==> config.mk <==
export PLATFORM = sky130hd
export DESIGN_NAME = sdc_splitter_dac_command_handler
export DESIGN_NICKNAME = d
export VERILOG_FILES = /design/src/sdc_splitter_dac_command_handler.v /design/src/sdc_target_decode.v
export VERILOG_INCLUDE_DIRS = /design/src
export SDC_FILE = /design/constraint.sdc
export NUM_CORES = 1
export LEC_CHECK = 0
export BUFFER_PORTS_ARGS = -buffer_cell sky130_fd_sc_hd__buf_2
export CORE_ASPECT_RATIO = 2
export CORE_MARGIN = 5
export CORE_UTILIZATION = 25
export CTS_CLUSTER_SIZE = 40
export DETAILED_ROUTE_END_ITERATION = 6
export PLACE_DENSITY_LB_ADDON = 0.12
export SYNTH_ARGS = -nofsm -noshare
export SYNTH_HDL_FRONTEND = slang
export SYNTH_SLANG_ARGS = --single-unit
==> constraint.sdc <==
create_clock -name sys_clk -period 3.7 [get_ports sys_clk]
set_input_delay 0.37 -clock sys_clk [delete_from_list [all_inputs] [get_ports sys_clk]]
set_output_delay 0.37 -clock sys_clk [all_outputs]
set_load 0.03 [all_outputs]
==> src/sdc_consts.vh <==
// Constants shared by the splitter DAC command handler.
`ifndef SDC_CONSTS_VH
`define SDC_CONSTS_VH
`define SDC_OP_READ 2'h0
`define SDC_OP_WRITE 2'h1
`define SDC_OP_ALIAS 2'h2
`define SDC_TGT_ATT1 4'h1
`define SDC_TGT_ATT2 4'h5
`define SDC_TGT_ATT3 4'h6
`define SDC_TGT_ATT4 4'h2
`define SDC_TGT_PH1 4'h3
`define SDC_TGT_PH2 4'h7
`define SDC_TGT_PH3 4'h4
`define SDC_TGT_PH4 4'h0
`define SDC_TGT_EN_SET 4'hE
`define SDC_TGT_EN_CLR 4'hF
`define SDC_ATT_W 6
`define SDC_PH_W 9
`define SDC_PH_INV_BIT 8
`define SDC_DLY_W 8
`define SDC_CHANNELS 4
`define SDC_CNT_NONE 9'h000
`define SDC_ST_OK 2'h0
`define SDC_ST_COUNT 2'h1
`define SDC_ST_BAD 2'h2
`define SDC_ATT_RESET 6'h00
`define SDC_PH_RESET 9'h000
`endif

==> src/sdc_splitter_dac_command_handler.v <==
// Command handler that stores and reports the splitter DAC counts.
`include "sdc_consts.vh"
module sdc_splitter_dac_command_handler
(
	input wire sys_clk,
	input wire reset_n,
	input wire cmd_valid,
	input wire [1:0] cmd_op,
	input wire [7:0] cmd_channel,
	input wire [3:0] cmd_target,
	input wire [8:0] cmd_count,
	output reg rsp_valid,
	output reg [1:0] rsp_status,
	output reg [7:0] rsp_channel,
	output reg [3:0] rsp_target,
	output reg [8:0] rsp_count,
	output reg [23:0] att_dac,
	output reg [31:0] phase_dac,
	output reg [3:0] phase_invert,
	output reg rf_switch_enable
);
	// ----------------------------------------
	// Storage and decode
	// ----------------------------------------
	// Stored counts, one word per splitter channel.
	reg [`SDC_ATT_W-1:0] att_mem [0:`SDC_CHANNELS-1];
	reg [`SDC_PH_W-1:0] ph_mem [0:`SDC_CHANNELS-1];
	// Next values and write strobes from the reply selection.
	reg next_rsp_valid;
	reg [1:0] next_rsp_status;
	reg [`SDC_PH_W-1:0] next_rsp_count;
	reg next_rf_switch_enable;
	reg att_load;
	reg ph_load;
	wire is_att;
	wire is_phase;
	wire is_en_set;
	wire is_en_clr;
	wire [1:0] slot;
	wire is_write;
	wire is_read;
	wire hit;
	wire is_enable;
	// Loop indices, one per process, so that no variable has two drivers.
	integer i;
	integer j;

	// ----------------------------------------
	// Helper functions
	// ----------------------------------------
	// Pads a stored attenuation count to the width of a reply.
	function [`SDC_PH_W-1:0] att_reply;
		input [`SDC_ATT_W-1:0] count;
		begin
			att_reply = {{(`SDC_PH_W-`SDC_ATT_W){1'b0}}, count};
		end
	endfunction

	// Gives the lowest bit of one channel's field in a packed DAC word.
	function integer field_base;
		input integer chan;
		input integer width;
		begin
			field_base = chan * width;
		end
	endfunction

	// Gives OK for a write to a known target and the refused status otherwise.
	function [1:0] write_status;
		input known;
		begin
			if (known)
				write_status = `SDC_ST_OK;
			else
				write_status = `SDC_ST_BAD;
		end
	endfunction

	// ----------------------------------------
	// Target decode
	// ----------------------------------------
	sdc_target_decode u_decode
	(
		.target(cmd_target),
		.is_att(is_att),
		.is_phase(is_phase),
		.is_en_set(is_en_set),
		.is_en_clr(is_en_clr),
		.slot(slot)
	);

	// Op 3 is neither a read nor a write, so it draws no reply.
	// alias same write
	assign is_write = cmd_valid && ((cmd_op == `SDC_OP_WRITE) || (cmd_op == `SDC_OP_ALIAS));
	assign is_read = cmd_valid && (cmd_op == `SDC_OP_READ);
	assign hit = is_att || is_phase;
	assign is_enable = is_en_set || is_en_clr;

	// ----------------------------------------
	// Reply selection
	// ----------------------------------------
	// An unknown target, or a read of an enable target, gets the refused status.
	always @*
	begin
		next_rsp_valid = is_read || is_write;
		next_rsp_status = `SDC_ST_BAD;
		next_rsp_count = `SDC_CNT_NONE;
		next_rf_switch_enable = rf_switch_enable;
		att_load = 1'b0;
		ph_load = 1'b0;
		if (is_write)
		begin
			next_rsp_status = write_status(hit || is_enable);
			att_load = is_att;
			ph_load = is_phase;
			if (is_en_set)
			begin
				next_rf_switch_enable = 1'b1;
			end
			if (is_en_clr)
			begin
				next_rf_switch_enable = 1'b0;
			end
		end
		else if (is_read && hit)
		begin
			next_rsp_status = `SDC_ST_COUNT;
			if (is_att)
			begin
				next_rsp_count = att_reply(att_mem[slot]);
			end
			else
			begin
				next_rsp_count = ph_mem[slot];
			end
		end
	end

	// ----------------------------------------
	// Command execution
	// ----------------------------------------
	always @(posedge sys_clk)
	begin
		if (!reset_n)
		begin
			for (i = 0; i < `SDC_CHANNELS; i = i + 1)
			begin
				att_mem[i] <= `SDC_ATT_RESET;
				ph_mem[i] <= `SDC_PH_RESET;
			end
			rf_switch_enable <= 1'b0;
			rsp_valid <= 1'b0;
			rsp_status <= `SDC_ST_OK;
			rsp_channel <= 8'h00;
			rsp_target <= 4'h0;
			rsp_count <= `SDC_CNT_NONE;
		end
		else
		begin
			if (att_load)
			begin
				att_mem[slot] <= cmd_count[`SDC_ATT_W-1:0];
			end
			if (ph_load)
			begin
				ph_mem[slot] <= cmd_count;
			end
			// Channel and target are echoed every cycle; they matter only with rsp_valid.
			rf_switch_enable <= next_rf_switch_enable;
			rsp_valid <= next_rsp_valid;
			rsp_status <= next_rsp_status;
			rsp_channel <= cmd_channel;
			rsp_target <= cmd_target;
			rsp_count <= next_rsp_count;
		end
	end

	// ----------------------------------------
	// DAC drive
	// ----------------------------------------
	// The DAC words trail the stored counts by one cycle.
	// A write therefore reaches them two cycles after it is taken.
	always @(posedge sys_clk)
	begin
		if (!reset_n)
		begin
			att_dac <= 24'h000000;
			phase_dac <= 32'h00000000;
			phase_invert <= 4'h0;
		end
		else
		begin
			for (j = 0; j < `SDC_CHANNELS; j = j + 1)
			begin
				att_dac[field_base(j, `SDC_ATT_W) +: `SDC_ATT_W] <= att_mem[j];
				phase_dac[field_base(j, `SDC_DLY_W) +: `SDC_DLY_W] <= ph_mem[j][`SDC_DLY_W-1:0];
				phase_invert[j] <= ph_mem[j][`SDC_PH_INV_BIT];
			end
		end
	end
endmodule

==> src/sdc_target_decode.v <==
// Decoder from target code to channel slot and kind.
`include "sdc_consts.vh"
module sdc_target_decode
(
	input wire [3:0] target,
	output reg is_att,
	output reg is_phase,
	output reg is_en_set,
	output reg is_en_clr,
	output reg [1:0] slot
);
	always @*
	begin
		is_att = 1'b0;
		is_phase = 1'b0;
		is_en_set = 1'b0;
		is_en_clr = 1'b0;
		slot = 2'h0;
		case (target)
			`SDC_TGT_ATT1:
			begin
				is_att = 1'b1;
				slot = 2'h0;
			end
			`SDC_TGT_ATT2:
			begin
				is_att = 1'b1;
				slot = 2'h1;
			end
			`SDC_TGT_ATT3:
			begin
				is_att = 1'b1;
				slot = 2'h2;
			end
			`SDC_TGT_ATT4:
			begin
				is_att = 1'b1;
				slot = 2'h3;
			end
			`SDC_TGT_PH1:
			begin
				is_phase = 1'b1;
				slot = 2'h0;
			end
			`SDC_TGT_PH2:
			begin
				is_phase = 1'b1;
				slot = 2'h1;
			end
			`SDC_TGT_PH3:
			begin
				is_phase = 1'b1;
				slot = 2'h2;
			end
			`SDC_TGT_PH4:
			begin
				is_phase = 1'b1;
				slot = 2'h3;
			end
			`SDC_TGT_EN_SET:
			begin
				is_en_set = 1'b1;
			end
			`SDC_TGT_EN_CLR:
			begin
				is_en_clr = 1'b1;
			end
			default:
			begin
				slot = 2'h0;
			end
		endcase
	end
endmodule

==> impl_metrics.csv <==
group,metric,value,unit
run_status,outcome,"finished, final reports clean",
global_route,groute.usage.overall,12.5,%
route,drtIter0Drc,152,
worst_setup_path,worstPathCellList,"buf_2, nand2_1, nor3_1, nand2b_1",
clocking,cts_made_buffers,17,
worst_setup_path,rrSetupSlack,2.38,ns
power_and_ir_drop,power_per_cell_area,567,nW/um^2
worst_setup_path,max_stage_delay,0.67,ns
worst_setup_path,required,3.77,ns
cells_and_area,area.growth.synth_to_final,26.1,%
clocking,cts_buffer_depth,2,
worst_setup_path,worstSetupStartpointType,"input pin",
timing,setup_ws,1.42,ns
floorplan,ios,111,
timing,worst_pin_slew,1.11,ns
clocking,cts-root-buf,"clkbuf_16",
min_path,hp-start,"cmd_channel[7]",
yosys,yosysTopAreaCell,"edfxtp_1",
yosys,ys.flop_type,"dfxtp_1",
yosys,ys_warn_count,0,
global_route,grt_pass1_wl,22.6,mm
floorplan,die_w,114,um
min_path,hold_path.class,"input pin to flop",
floorplan,core.rowCount,76,
place,globalplace.congestion,0.781,
timing,fmax,439,MHz
worst_setup_path,critPathBufInv,1,
route,viasPerCell,4.20,
yosys,ys_top_cells_by_count,"117 x and2_1, 85 x dfxtp_1, 60 x edfxtp_1",
floorplan,die_h,218,um
yosys,synth_xor_area_share,0.325,%
job,drv_cap,0,
global_route,grt_max_degree,48,
cells_and_area,nets,559,
place,post-dp-hpwl,11.4,mm
yosys,synthTopCellsByArea,"edfxtp_1 33%, dfxtp_1 32%, and2_1 14%",
clocking,cts_sinks,145,
floorplan,start_util,25.2,%
timing,slew_violations,0,
route,post-route-drc-count,0,
place,place_area,6200,um^2
clocking,ctsResizeCount,0,
worst_setup_path,cp_slowest_cell,"buf_2",
yosys,synth-simple-area-share,21.8,%
clocking,post_cts_buffers,0,
global_route,antenna_found_initial,0,
yosys,synth_mux_area_share,5.50,%
timing,relSlewSlack,25.2,%
yosys,synth_seq_cells,145,
yosys,syn-instance-count,425,
power_and_ir_drop,ir_drop,230,uV
yosys,yosysMostFrequentCell,"and2_1",
yosys,yosysSeqAreaShare,65.0,%
timing,tns,0,ns
route,dr.pass1.iters,4,
worst_setup_path,crit_type,"input pin to flop",
power_and_ir_drop,leakage,2.88,nW
clocking,cts-hold-fix-buffers,0,
floorplan,core_area,21400,um^2
route,wl_per_cell,18.4,um
yosys,netlist.area_leader.share,33.4,%
cells_and_area,fin_area,6800,um^2
timing,clock_skew,0.00631,ns
clocking,clk_pin_slew_worst_paths,0.06,ns
timing,period_needed,2.28,ns
clocking,cts_tree,"done",
place,dp_slack,0.922,ns
worst_setup_path,worstPathMaxFanout,44,
route,drt-total-wl,15.1,mm
place,dp_cells,786,
route,ant_nets,0,
floorplan,dieArea,24800,um^2
worst_setup_path,crit_family,"simple AND/OR/NAND/NOR gates",
yosys,avgSynthCellArea,12.7,um^2
clocking,ctsHtreeMaxLevel,4,
yosys,synthAdderAreaFrac,0.232,%
global_route,grt_pass1_vias,3771,
yosys,syn_area,5390,um^2
timing,setup_violations,0,
worst_setup_path,timing.rr.start,"ph_mem[2][8]",
yosys,synth_compound_area_share,4.66,%
timing,period_share,61.6,%
yosys,synthesis.nets,452,
timing,timing_hold_violations_final,0,
cells_and_area,instances_no_fill,818,
yosys,synth_top_family_by_area,"simple AND/OR/NAND/NOR gates",
yosys,yosysUniqueCellTypes,42,
route,vias,3438,
worst_setup_path,cp.arrival,2.36,ns
worst_setup_path,setup.worst_path.end_class,"flop",
yosys,async_reset_ff_share,0,%
clocking,worstSkewPairLatency,0.42,ns
yosys,synth_edf_count,60,
worst_setup_path,cp-startpoint,"cmd_target[2]",
global_route,grt-ovfl-total,0,
cells_and_area,antenna-diode-count,0,
cells_and_area,drive_gt1_share,32.5,%
place,numPortBuffers,110,
timing,rsz0062_at_grt,"false",
[placed cells by master (no fill, tap or decap), types with 2 or more instances in the layout]
cell type | synthesis | routed
nor2_1 | 12 | 12
inv_6 | 0 | 4
nor4b_2 | 2 | 2
clkinvlp_4 | 0 | 4
edfxtp_1 | 60 | 60
nand4_1 | 2 | 2
clkbuf_16 | 0 | 18
and2_1 | 117 | 117
a211o_1 | 6 | 6
mux2_2 | 21 | 21
nand2_1 | 10 | 10
and3_1 | 17 | 17
and3b_1 | 3 | 3
buf_2 | 8 | 110
or3b_2 | 2 | 2
buf_4 | 1 | 5
clkinv_4 | 0 | 2
nand2b_1 | 13 | 13
a221oi_1 | 6 | 6
and4_1 | 2 | 2
bufinv_16 | 0 | 2
a311oi_1 | 6 | 6
dfxtp_1 | 85 | 85
mux2i_1 | 6 | 6
inv_1 | 3 | 3
o22ai_1 | 6 | 6
[routing by layer]
metal  part of all wire (%)  GRT usage, %  wire length [um]
met5                      0             0                 0
met4                    1.9          5.03               293
met3                    3.6          3.33               545
met2                     59          24.7              8960
met1                     35          11.8              5280
[kinds of logic (layout without fill, tap and decap cells)]
| family | after synthesis | count (layout) |
|---|---|---|
| adder cells (fa/ha/maj) | 1 | 1 |
| multiplexers | 27 | 27 |
| flip-flops | 145 | 145 |
| buffers and inverters | 31 | 151 |
| XOR/XNOR | 2 | 2 |
| AND/OR/NAND/NOR | 188 | 188 |
| AO/OA/AOI/OAI | 31 | 31 |
[state kept, by name, summed over array words and instances (netlist names)]
name / cells
ph_mem: 36
phase_dac: 32
rsp_valid: 1
rsp_count: 9
rsp_target: 4
rsp_channel: 8
rsp_status: 2
att_mem: 24
att_dac: 24
phase_invert: 4
rf_switch_enable: 1
[report_power, final]
group          internal [mW]  switching, mW
sequential              1.75         0.0388
clock                   1.04          0.681
combinational          0.111          0.233
total                   2.90          0.953
[final timing paths]
check,to,depth (start not counted)
max,ph_mem[1][1],4
min,rsp_channel[7],2
max reg2reg,rsp_count[8],3
min reg2reg,att_dac[1],1
[through the flow]
step / power (mW) / util (%) / hold WS, ns
floorplan: 2.04 / - / 0.439
global placement: 2.18 / 29.0 / 0.471
detailed placement: 2.18 / 29.0 / 0.465
CTS: 3.91 / 31.8 / 0.128
global route: 4.01 / 31.8 / 0.140
finish: 3.85 / 31.8 / 0.154
[cell type report]
class | count | area [um^2]
Tap cell | 273 | 342
Fill cell | 2216 | 14600
Clock inverter | 14 | 153
Inverter | 4 | 15.0
Timing Repair Buffer | 115 | 588
Clock buffer | 18 | 450
Multi-Input combinational cell | 249 | 1750
Sequential cell | 145 | 3500
No activity file was read; power rests on OpenSTA's default activity.
